$ cat config.mk
export PLATFORM = sky130hd
export DESIGN_NAME = msns_mac
export DESIGN_NICKNAME = d
export VERILOG_FILES = /design/src/shared/msns_pkg.sv /design/src/logic/msns_mac.sv /design/src/logic/msns_prefetch.sv
export VERILOG_INCLUDE_DIRS = /design/src /design/src/shared
export SDC_FILE = /design/constraint.sdc
export NUM_CORES = 1
export LEC_CHECK = 0
export BUFFER_PORTS_ARGS = -buffer_cell sky130_fd_sc_hd__buf_4
export CAP_MARGIN = 15
export CORE_ASPECT_RATIO = 1.75
export CORE_MARGIN = 2
export CORE_UTILIZATION = 60
export CTS_BUF_LIST = sky130_fd_sc_hd__clkbuf_2
export CTS_CLUSTER_SIZE = 10
export DETAILED_ROUTE_END_ITERATION = 16
export PLACE_DENSITY_LB_ADDON = 0.25
export SLEW_MARGIN = 10
export SYNTH_ARGS = -nofsm -noshare
export SYNTH_HDL_FRONTEND = slang
export SYNTH_SLANG_ARGS = --single-unit
export TNS_END_PERCENT = 10
$ cat constraint.sdc
create_clock -name clk -period 23.9 [get_ports clk]
set_clock_uncertainty 0.2 [all_clocks]
set_input_delay 4.78 -clock clk [delete_from_list [all_inputs] [get_ports clk]]
set_output_delay 4.78 -clock clk [all_outputs]
set_load 0.05 [all_outputs]
$ cat src/shared/msns_regs.svh
`ifndef MSNS_REGS_SVH
`define MSNS_REGS_SVH
`define MSNS_CTRL_INT_BIT 0
`define MSNS_ACC_W 40
`define MSNS_WORD_W 16
`define MSNS_PROD_W 32
`define MSNS_WB_NONE 2'h0
`define MSNS_WB_REG 2'h1
`define MSNS_WB_MEM 2'h2
`endif

$ cat src/shared/msns_pkg.sv
package msns_pkg;
  typedef enum logic [1:0] {
    MSNS_OP_NONE = 2'h0,
    MSNS_OP_SQUARE = 2'h1,
    MSNS_OP_NEG = 2'h2,
    MSNS_OP_SUB = 2'h3
  } msns_op_type;
  typedef enum logic [1:0] {
    MSNS_PF_NONE = 2'h0,
    MSNS_PF_POST = 2'h1,
    MSNS_PF_OFFS = 2'h2
  } msns_pf_type;
endpackage : msns_pkg

$ cat src/logic/msns_mac.sv
`timescale 1ns/1ns
`include "msns_regs.svh"
// Functional notes
// - Square: signed Wm*Wm, sign-extend 32 to 40 bits, into chosen accumulator.
// - Negated multiply: signed product sign-extended to 40 bits, then negated, into accumulator.
// - Multiply-subtract: accumulator minus sign-extended signed product.
// - Post-modify pointer steps only by -6, -4, -2, 2, 4 or 6 bytes.
// - Prefetch reads at old pointer address, then pointer is modified.
// - Register-offset prefetch reads pointer plus offset, modifies neither.
// - Multiply-subtract may write back the other accumulator.
// - Squaring may also prefetch operands for a following operation.
module msns_mac #(
  parameter int ACC_W = `MSNS_ACC_W
) (
  input wire logic clk,
  input wire logic rst,
  input wire logic op_valid,
  input wire msns_pkg::msns_op_type op,
  input wire logic [15:0] core_control_register,
  input wire logic acc_sel,
  input wire logic [15:0] mul_a,
  input wire logic [15:0] mul_b,
  input wire msns_pkg::msns_pf_type pf_x_mode,
  input wire logic [2:0] pf_x_step,
  input wire logic [15:0] first_prefetch_pointer,
  input wire logic [15:0] pf_x_offs,
  input wire msns_pkg::msns_pf_type pf_y_mode,
  input wire logic [2:0] pf_y_step,
  input wire logic [15:0] second_prefetch_pointer,
  input wire logic [15:0] pf_y_offs,
  input wire logic [1:0] wb_mode,
  output logic [15:0] pf_x_addr,
  output logic [15:0] pf_y_addr,
  output logic pf_x_rd,
  output logic pf_y_rd,
  output logic [15:0] pf_x_ptr_new,
  output logic [15:0] pf_y_ptr_new,
  output logic pf_x_ptr_we,
  output logic pf_y_ptr_we,
  output logic [15:0] accumulator_writeback,
  output logic wb_reg_we,
  output logic wb_mem_we,
  output logic [ACC_W-1:0] accumulator_a,
  output logic [ACC_W-1:0] accumulator_b,
  output logic acc_a_overflow_flag,
  output logic acc_b_overflow_flag,
  output logic combined_overflow_flag,
  output logic acc_a_saturation_flag,
  output logic acc_b_saturation_flag,
  output logic combined_saturation_flag
);
  import msns_pkg::*;
  logic [ACC_W-1:0] acc_a_r;
  logic [ACC_W-1:0] acc_b_r;
  logic [ACC_W-1:0] acc_nxt;
  logic [ACC_W-1:0] acc_cur;
  logic [ACC_W-1:0] prod_ext;
  logic signed [31:0] prod_raw;
  logic [31:0] prod;
  logic [15:0] src_b;
  logic ov_a_r;
  logic ov_b_r;
  logic sat_a_r;
  logic sat_b_r;
  logic ov_nxt;
  logic sat_nxt;
  logic [15:0] wb_r;
  logic wb_reg_r;
  logic wb_mem_r;
  logic go;

  assign go = op_valid && (op != MSNS_OP_NONE);

  // Overflow into guard bits: bits 39..31 not all equal
  function automatic logic guard_ovf(input logic [ACC_W-1:0] v);
    guard_ovf = !((&v[ACC_W-1:31]) || !(|v[ACC_W-1:31]));
  endfunction : guard_ovf

  // Catastrophic overflow: sign of 40-bit result inconsistent with operands
  function automatic logic sign_ovf(input logic [ACC_W-1:0] a, input logic [ACC_W-1:0] b,
                                    input logic [ACC_W-1:0] r);
    sign_ovf = (a[ACC_W-1] != b[ACC_W-1]) && (r[ACC_W-1] != a[ACC_W-1]);
  endfunction : sign_ovf

  assign src_b = (op == MSNS_OP_SQUARE) ? mul_a : mul_b;
  assign prod_raw = $signed(mul_a) * $signed(src_b);
  // Fractional mode shifts left one; integer mode keeps the raw product
  assign prod = core_control_register[`MSNS_CTRL_INT_BIT] ? prod_raw :
                {prod_raw[30:0], 1'b0};
  assign prod_ext = {{(ACC_W-32){prod[31]}}, prod};
  assign acc_cur = acc_sel ? acc_b_r : acc_a_r;

  always_comb begin
    acc_nxt = acc_cur;
    ov_nxt = 1'b0;
    sat_nxt = 1'b0;
    unique case (op)
      MSNS_OP_SQUARE: begin
        acc_nxt = prod_ext;
        ov_nxt = guard_ovf(acc_nxt);
      end
      MSNS_OP_NEG: begin
        acc_nxt = ACC_W'(0) - prod_ext;
        ov_nxt = guard_ovf(acc_nxt);
      end
      MSNS_OP_SUB: begin
        acc_nxt = acc_cur - prod_ext;
        ov_nxt = guard_ovf(acc_nxt);
        sat_nxt = sign_ovf(acc_cur, prod_ext, acc_nxt);
      end
      default: begin
      end
    endcase
  end

  // Accumulators: one-cycle update
  always_ff @(posedge clk) begin
    if (rst) begin
      acc_a_r <= '0;
      acc_b_r <= '0;
    end else if (go) begin
      if (acc_sel) begin
        acc_b_r <= acc_nxt;
      end else begin
        acc_a_r <= acc_nxt;
      end
    end
  end

  // Flags of the target accumulator only; saturation sticky like a status bit
  always_ff @(posedge clk) begin
    if (rst) begin
      ov_a_r <= 1'b0;
      ov_b_r <= 1'b0;
      sat_a_r <= 1'b0;
      sat_b_r <= 1'b0;
    end else if (go) begin
      if (acc_sel) begin
        ov_b_r <= ov_nxt;
        sat_b_r <= sat_b_r | sat_nxt;
      end else begin
        ov_a_r <= ov_nxt;
        sat_a_r <= sat_a_r | sat_nxt;
      end
    end
  end

  // Write-back of the other accumulator's high word, multiply-subtract only
  always_ff @(posedge clk) begin
    if (rst) begin
      wb_r <= '0;
      wb_reg_r <= 1'b0;
      wb_mem_r <= 1'b0;
    end else begin
      wb_reg_r <= go && (op == MSNS_OP_SUB) && (wb_mode == `MSNS_WB_REG);
      wb_mem_r <= go && (op == MSNS_OP_SUB) && (wb_mode == `MSNS_WB_MEM);
      if (go && (op == MSNS_OP_SUB) && (wb_mode != `MSNS_WB_NONE)) begin
        wb_r <= acc_sel ? acc_a_r[31:16] : acc_b_r[31:16];
      end
    end
  end

  msns_prefetch u_pf_x (
    .ptr(first_prefetch_pointer),
    .offs(pf_x_offs),
    .mode(go ? pf_x_mode : MSNS_PF_NONE),
    .step_sel(pf_x_step),
    .addr(pf_x_addr),
    .ptr_new(pf_x_ptr_new),
    .ptr_we(pf_x_ptr_we)
  );

  msns_prefetch u_pf_y (
    .ptr(second_prefetch_pointer),
    .offs(pf_y_offs),
    .mode(go ? pf_y_mode : MSNS_PF_NONE),
    .step_sel(pf_y_step),
    .addr(pf_y_addr),
    .ptr_new(pf_y_ptr_new),
    .ptr_we(pf_y_ptr_we)
  );

  // Prefetch reads are combinational so the fetch lands in the same cycle
  assign pf_x_rd = go && (pf_x_mode != MSNS_PF_NONE);
  assign pf_y_rd = go && (pf_y_mode != MSNS_PF_NONE);

  assign accumulator_a = acc_a_r;
  assign accumulator_b = acc_b_r;
  assign acc_a_overflow_flag = ov_a_r;
  assign acc_b_overflow_flag = ov_b_r;
  assign combined_overflow_flag = ov_a_r | ov_b_r;
  assign acc_a_saturation_flag = sat_a_r;
  assign acc_b_saturation_flag = sat_b_r;
  assign combined_saturation_flag = sat_a_r | sat_b_r;
  assign accumulator_writeback = wb_r;
  assign wb_reg_we = wb_reg_r;
  assign wb_mem_we = wb_mem_r;

  chk_square_result: assert property (@(posedge clk) disable iff (rst)
    go && op == MSNS_OP_SQUARE && !acc_sel |=> acc_a_r == $past(prod_ext))
    else $error("square result wrong");
  chk_negate_result: assert property (@(posedge clk) disable iff (rst)
    go && op == MSNS_OP_NEG && acc_sel |=> acc_b_r == ACC_W'(0) - $past(prod_ext))
    else $error("negated result wrong");
  chk_sub_result: assert property (@(posedge clk) disable iff (rst)
    go && op == MSNS_OP_SUB && !acc_sel |=> acc_a_r == $past(acc_a_r) - $past(prod_ext))
    else $error("subtract result wrong");
  chk_int_mode: assert property (@(posedge clk) disable iff (rst)
    go && op == MSNS_OP_SQUARE && !acc_sel && core_control_register[`MSNS_CTRL_INT_BIT] |=>
    acc_a_r == $past({{(ACC_W-16){mul_a[15]}}, mul_a} * {{(ACC_W-16){mul_a[15]}}, mul_a}))
    else $error("integer mode product wrong");
  chk_comb_flags: assert property (@(posedge clk) disable iff (rst)
    combined_overflow_flag == (acc_a_overflow_flag | acc_b_overflow_flag) &&
    combined_saturation_flag == (acc_a_saturation_flag | acc_b_saturation_flag))
    else $error("flag combination wrong");
  chk_sub_ovf: assert property (@(posedge clk) disable iff (rst)
    go && op == MSNS_OP_SUB && !acc_sel |=>
    acc_a_overflow_flag == (accumulator_a[ACC_W-1:31] != '0 && accumulator_a[ACC_W-1:31] != '1))
    else $error("subtract overflow flag wrong");
  // No clear port, so only reset may drop it
  chk_sat_sticky: assert property (@(posedge clk) disable iff (rst)
    acc_a_saturation_flag |=> acc_a_saturation_flag)
    else $error("saturation flag not sticky");
  chk_step_range: assert property (@(posedge clk) disable iff (rst)
    pf_x_ptr_we |-> (pf_x_ptr_new - first_prefetch_pointer) inside
    {16'hFFFA, 16'hFFFC, 16'hFFFE, 16'h0002, 16'h0004, 16'h0006})
    else $error("pointer step out of range");
  chk_post_addr: assert property (@(posedge clk) disable iff (rst)
    pf_x_rd && pf_x_mode == MSNS_PF_POST |-> pf_x_addr == first_prefetch_pointer)
    else $error("post-modify address not old pointer");
  chk_offs_addr: assert property (@(posedge clk) disable iff (rst)
    pf_y_rd && pf_y_mode == MSNS_PF_OFFS |->
    pf_y_addr == second_prefetch_pointer + pf_y_offs && !pf_y_ptr_we)
    else $error("offset prefetch wrong");
  chk_wb_source: assert property (@(posedge clk) disable iff (rst)
    go && op == MSNS_OP_SUB && wb_mode == `MSNS_WB_MEM && !acc_sel |=>
    wb_mem_we && accumulator_writeback == $past(acc_b_r[31:16]))
    else $error("write-back wrong");
  chk_one_cycle: assert property (@(posedge clk) disable iff (rst)
    go && !acc_sel |=> acc_a_r == $past(acc_nxt))
    else $error("operation not done in one cycle");
  cov_square_pf: cover property (@(posedge clk) go && op == MSNS_OP_SQUARE && pf_x_rd);
  cov_neg: cover property (@(posedge clk) go && op == MSNS_OP_NEG);
  cov_sub_wb: cover property (@(posedge clk) go && op == MSNS_OP_SUB && wb_mode != 2'h0);
  cov_sat: cover property (@(posedge clk) sat_nxt && go);
endmodule : msns_mac

$ cat src/logic/msns_prefetch.sv
`timescale 1ns/1ns
`include "msns_regs.svh"
module msns_prefetch (
  input wire logic [15:0] ptr,
  input wire logic [15:0] offs,
  input wire msns_pkg::msns_pf_type mode,
  input wire logic [2:0] step_sel,
  output logic [15:0] addr,
  output logic [15:0] ptr_new,
  output logic ptr_we
);
  import msns_pkg::*;
  function automatic logic [15:0] step_amount(input logic [2:0] s);
    unique case (s)
      3'h0: step_amount = 16'hFFFA;
      3'h1: step_amount = 16'hFFFC;
      3'h2: step_amount = 16'hFFFE;
      3'h3: step_amount = 16'h0002;
      3'h4: step_amount = 16'h0004;
      default: step_amount = 16'h0006;
    endcase
  endfunction : step_amount
  always_comb begin
    addr = ptr;
    ptr_new = ptr;
    ptr_we = 1'b0;
    unique case (mode)
      MSNS_PF_POST: begin
        // Address is the old pointer; step applied after
        ptr_new = ptr + step_amount(step_sel);
        ptr_we = 1'b1;
      end
      MSNS_PF_OFFS: begin
        addr = ptr + offs;
      end
      default: begin
      end
    endcase
  end
endmodule : msns_prefetch

==> results.py, run 1 <==
metrics = {
    "worst_setup_path": {
        "cp-start-kind": "input port",
        "worstSetupPathType": "input port to flip-flop",
        "crit_fanout": 50,
        "cp.required_ns": 24.32,
        "worstPathArrival_ns": 16.94,
        "crit_slowest_cell": "fa_1",
        "endpoint_kind": "flip-flop",
        "slowest_delay_ns": 0.92,
    },
    "placement": {
        "dp_hpwl_um": 50000,
        "numPortBuffers": 286,
        "routabilityCongestion": 0.919,
    },
    "synth": {
        "syn_area_per_cell_um2": 7.78,
        "synth-seq-cells": 102,
        "synthTopCellsByArea": "fa_1 (24%), ha_1 (9.6%), dfxtp_1 (9.2%), nand2_1 (6.2%), inv_1 (6.2%)",
        "syn_inst": 2851,
        "ys.flop_type": "dfxtp_1",
        "synthArstFlopShare_pct": 0,
        "yosys_warnings": 0,
        "synth.yosys.seq_area_share_pct": 9.21,
        "synth.distinct_cells": 94,
        "netlist_area_um2": 22200,
        "yosys.area.top_type": "fa_1",
        "synth_edf_count": 0,
        "synth.net_count": 3418,
        "synth_top_area_share_pct": 24.1,
    },
    "worst_hold_path": {
        "hold_path_class": "flip-flop to flip-flop",
    },
    "timing": {
        "max_slew_margin_pct": 23.4,
        "finalHoldViolCount": 0,
        "fin_crit_sh_pct": 69.1,
        "fin_crit_ns": 16.51,
        "tightest_slew_ns": 1.15,
        "holdWs_ns": 0.293,
        "report.final.setup_viol": 0,
        "slew_violations": 0,
        "tns_ns": 0,
        "rsz0062_at_grt": "no",
        "timing.fmax_ghz": 0.0606,
    },
    "detailed_routing": {
        "vias": 20300,
        "routed_wl_um": 59500,
        "drt-vias-per-instance": 5.80,
        "drtAntennaViolNets": 0,
        "drtIter0Drc": 847,
        "route.detailed.drc": 0,
        "detailedRoute.firstPassIterationCount": 5,
        "routedWlPerCell_um": 17.0,
    },
    "layout": {
        "syn2layout_area_growth_pct": 11.1,
        "fin_nets": 3591,
        "drive_gt1_share_pct": 13.3,
    },
    "grt": {
        "grt_max_degree": 106,
        "antenna_found_initial": 3,
        "grt_use_total_pct": 30.7,
        "grt_first_pass_wirelength_um": 97600,
        "grt_pass1_vias": 20500,
        "grt_overflow_total": 0,
    },
    "clocking": {
        "cts-root-buf": "clkbuf_2",
        "postCtsSetupBuffers": 0,
        "cts_tree": "built",
        "numCtsBuffers": 9,
        "h-tree-depth": 3,
        "cts_resized": 0,
        "cts.sinks": 102,
        "clkSlewWorstSetupHoldPaths_ns": 0.32,
        "postCtsHoldBufs": 0,
        "clockBufferDepth": 2,
        "insertion_delay_ns": 0.68,
    },
    "floorplan": {
        "row_count": 93,
        "start_util_pct": 60.5,
        "coreArea_um2": 36700,
        "die-area_um2": 38600,
        "fp.dieW_um": 149,
        "fp.dieH_um": 258,
        "ios": 302,
    },
    "outcome": {
        "outcome": "completed",
    },
    "run": {
        "cap_violations": 0,
    },
}
-- per-stage QoR --
step | cell area, um^2 | worst slack [ns] | cells | util (%)
2_1_floorplan | 22200 | 8.96 | 2851 | -
3_3_place_gp | 24500 | 6.93 | 3487 | 66.8
3_5_place_dp | 24500 | 6.81 | 3487 | 66.8
4_1_cts | 24600 | 7.54 | 3503 | 67.1
5_1_grt | 24600 | 6.62 | 3507 | 67.2
6_report | 24600 | 7.39 | 3507 | 67.2
-- routing by layer --
layer | vias up | GRT usage [%] | wire length (um)
met1 | 9685 | 34.3 | 22600
met2 | 689 | 56.9 | 30900
li1 | 9820 | - | -
met4 | 0 | 14.5 | 2470
met3 | 154 | 4.23 | 3500
met5 | - | 0 | 0
-- worst max-delay path, delay by kind of cell --
kind | cells | cell delay, ns
adder cells (fa/ha/maj) | 8 | 4.42
buffers and inverters | 10 | 2.19
multiplexers | 1 | 0.27
AO/OA/AOI/OAI | 6 | 2.24
AND/OR/NAND/NOR | 13 | 2.92
-- cell usage after synthesis (all sizes together), types with 27 or more instances --
library cell and instances:
nand2 368, inv 365, fa 267, nor2 210
a21oi 203, ha 170, o21ai 158, clkbuf 122
dfxtp 102, xnor2 100, nor2b 88, a211oi 83
mux2i 58, and2 56, nand3 42, xor2 42
mux2 39, o21bai 38, nand2b 34, nor3 34
a21o 32, o21a 27
-- final timing paths --
kind	start	end	slack (ns)	cells past startpoint
setup / recovery	op[0]	acc_a_overflow_flag	7.39	38
hold / removal	accumulator_b[0]	accumulator_b[0]	0.29	2
setup reg to reg	accumulator_a[0]	acc_a_overflow_flag	18.36	20
hold reg to reg	accumulator_b[0]	accumulator_b[0]	0.29	2
-- layout make-up --
class	instances	area [um^2]
multi-input cells	2242	18200
clock buffers	9	45.0
diodes	3	7.51
repair buffers	303	2280
inverters	366	1370
well taps	475	594
clock inverters	7	67.6
flip-flops and latches	102	2040
fillers	3090	12000
-- flip-flops by register name, indices dropped and copies added, names as in the netlist --
name                   flops
acc_a_overflow_flag        1
acc_a_saturation_flag      1
acc_b_overflow_flag        1
acc_b_saturation_flag      1
accumulator_a             40
accumulator_b             40
accumulator_writeback     16
wb_mem_we                  1
wb_reg_we                  1
-- cell usage in the layout (no fill, tap or decap), types with 53 or more instances in the layout --
cell type and count:
nor2b_1 88, and2_1 53, dfxtp_1 102, o21ai_0 151, fa_1 267, mux2i_1 57, nor2_1 206, a21oi_1 199
inv_1 364, a211oi_1 81, buf_4 302, ha_1 170, nand2_1 367, xnor2_1 100
-- cells by family after synthesis --
| family | synth area share (%) |
|---|---|
| AO/OA/AOI/OAI | 18.7 |
| XOR/XNOR | 5.64 |
| adder cells (fa/ha/maj) | 33.9 |
| buffers and inverters | 8.69 |
| flip-flops | 9.21 |
| multiplexers | 4.73 |
| AND/OR/NAND/NOR | 19.1 |
Power of run 1 is not shown: default switching activity piles up to over one toggle a cycle in this logic, so the estimate is an artifact.
==> run 2, diff against run 1 <==
clock period = 16.4 ns   (was 23.9 ns; I/O delays follow)
==> run 2 against run 1 <==
Design area increased by 0.20%. Sequential cell count unchanged. Sequential share of layout area about the same. Non-clock buffer count increased by 3. Register-to-register slack got worse by 7.5 ns. Final cell count increased by 0.11%. Highest routed layer unchanged.
==> results.py, run 2 (same netlist as run 1, synthesis figures left out) <==
metrics = {
    "grt": {
        "grt_first_pass_wirelength_um": 99200,
        "grt_use_total_pct": 31.2,
        "antenna_found_initial": 4,
        "grt_pass1_vias": 20900,
        "grt_max_degree": 105,
        "grt_overflow_total": 0,
    },
    "detailed_routing": {
        "detailedRoute.firstPassIterationCount": 6,
        "routedWlPerCell_um": 17.2,
        "drt-vias-per-instance": 5.86,
        "drtAntennaViolNets": 0,
        "vias": 20600,
        "route.detailed.drc": 0,
        "routed_wl_um": 60500,
        "drtIter0Drc": 904,
    },
    "clocking": {
        "postCtsHoldBufs": 0,
        "clockBufferDepth": 2,
        "clkSlewWorstSetupHoldPaths_ns": 0.32,
        "insertion_delay_ns": 0.65,
        "postCtsSetupBuffers": 0,
        "cts.sinks": 102,
        "numCtsBuffers": 9,
        "cts_tree": "built",
        "cts_resized": 0,
        "h-tree-depth": 3,
        "cts-root-buf": "clkbuf_2",
    },
    "worst_setup_path": {
        "endpoint_kind": "flip-flop",
        "crit_slowest_cell": "fa_1",
        "startpoint": "op[0]",
        "cp-start-kind": "input port",
        "cp.required_ns": 16.80,
        "worstPathArrival_ns": 14.54,
        "reg2reg_depth": 20,
        "reg2reg_to": "acc_a_overflow_flag",
        "slowest_delay_ns": 0.58,
        "crit_end": "acc_a_overflow_flag",
        "crit_cells": 42,
        "cp_num_buf_inv": 7,
        "cp_common_cell": "fa_1",
        "critical_path.top_delay_family": "adder cells",
        "worstSetupPathType": "input port to flip-flop",
        "reg2reg_from": "accumulator_b[0]",
        "crit_fanout": 18,
        "reg2reg_setup_slack_ns": 10.88,
    },
    "floorplan": {
        "fp.dieW_um": 149,
        "die-area_um2": 38600,
        "start_util_pct": 60.5,
        "row_count": 93,
        "coreArea_um2": 36700,
        "ios": 302,
        "fp.dieH_um": 258,
    },
    "outcome": {
        "outcome": "completed",
    },
    "placement": {
        "numPortBuffers": 286,
        "dp_hpwl_um": 50600,
        "routabilityCongestion": 0.926,
    },
    "layout": {
        "fillers": 3080,
        "final_cell_mix": "nand2_1 (367), inv_1 (364), buf_4 (304), fa_1 (267), nor2_1 (206)",
        "drive_gt1_share_pct": 13.4,
        "fin_nets": 3594,
        "syn2layout_area_growth_pct": 11.3,
        "seq_area_um2": 2040,
        "multiInputGateArea_um2": 18200,
        "final_common_cell": "nand2_1",
    },
    "timing": {
        "tns_ns": 0,
        "rsz0062_at_grt": "no",
        "report.final.setup_viol": 0,
        "slew_violations": 0,
        "fin_crit_sh_pct": 86.2,
        "timing.fmax_ghz": 0.0707,
        "tightest_slew_ns": 1.15,
        "fin_crit_ns": 14.14,
        "max_slew_margin_pct": 23.4,
        "finalHoldViolCount": 0,
    },
    "run": {
        "cap_violations": 0,
    },
    "worst_hold_path": {
        "hold_path_class": "flip-flop to flip-flop",
    },
}
-- run 2: cell types whose count changed in the layout (fill, tap and decap cells not counted) --
cell,change
buf_4,+2
buf_12,+1
bufinv_16,+1
clkbuf_2,+1
clkinv_2,-1
clkinv_4,-1
clkinv_8,-1
clkinvlp_4,+1
diode_2,+1
-- run 2: worst min-delay path by stage --
| stage | cells past startpoint | from | end | slack [ns] |
|---|---|---|---|---|
| 6_report | 2 | accumulator_b[37] | accumulator_b[37] | 0.29 |
| 2_1_floorplan | 2 | accumulator_b[10] | accumulator_b[10] | 0.48 |
| 3_5_place_dp | 2 | accumulator_b[37] | accumulator_b[37] | 0.26 |
| 3_3_place_gp | 2 | accumulator_b[35] | accumulator_b[35] | 0.25 |
| 5_1_grt | 2 | accumulator_b[37] | accumulator_b[37] | 0.32 |
| 4_1_cts | 2 | accumulator_b[37] | accumulator_b[37] | 0.29 |
-- run 2: metal layers --
layer	part of all wire [%]	up-vias	GRT usage, %
li1	-	9806	-
met1	37	9894	33.8
met2	52	703	59.1
met3	5.5	161	3.84
met4	4.7	0	15.3
met5	0	-	0
-- run 2: metrics by stage --
stage	hold slack, ns	util [%]	area (um^2)	cells	worst slack, ns
3_3_place_gp	0.255	66.9	24500	3489	1.81
4_1_cts	0.290	67.2	24600	3505	2.37
6_report	0.290	67.4	24700	3511	2.26
3_5_place_dp	0.264	66.9	24500	3489	1.62
2_1_floorplan	0.483	-	22200	2851	2.96
5_1_grt	0.316	67.4	24700	3511	1.59
-- run 2: cell type report --
type                            instances  area share (%)
Inverter                              366            5.56
Timing Repair Buffer                  306            9.39
Clock buffer                           10           0.203
Multi-Input combinational cell       2242            73.8
Antenna cell                            4          0.0405
Sequential cell                       102            8.27
Clock inverter                          6           0.304
Tap cell                              475            2.41
-- run 2: worst reg2reg max path, cell delays in order (launching register included) --
cell	delay, ns
dfxtp_1	0.43
mux2i_1	0.11
ha_1	0.25
fa_1	0.38
nand2b_1	0.20
a21oi_1	0.27
o31ai_1	0.16
o21ai_0	0.34
a31oi_1	0.23
o21ba_2	0.28
maj3_1	0.36
o21ai_1	0.26
a211oi_2	0.17
o21ai_2	0.32
nor3_1	0.10
a2111oi_1	0.58
o211ai_1	0.18
nor4_1	0.25
o2111ai_1	0.21
nand4_1	0.15
nand2_1	0.05
Power of run 2 is left out for the same reason.
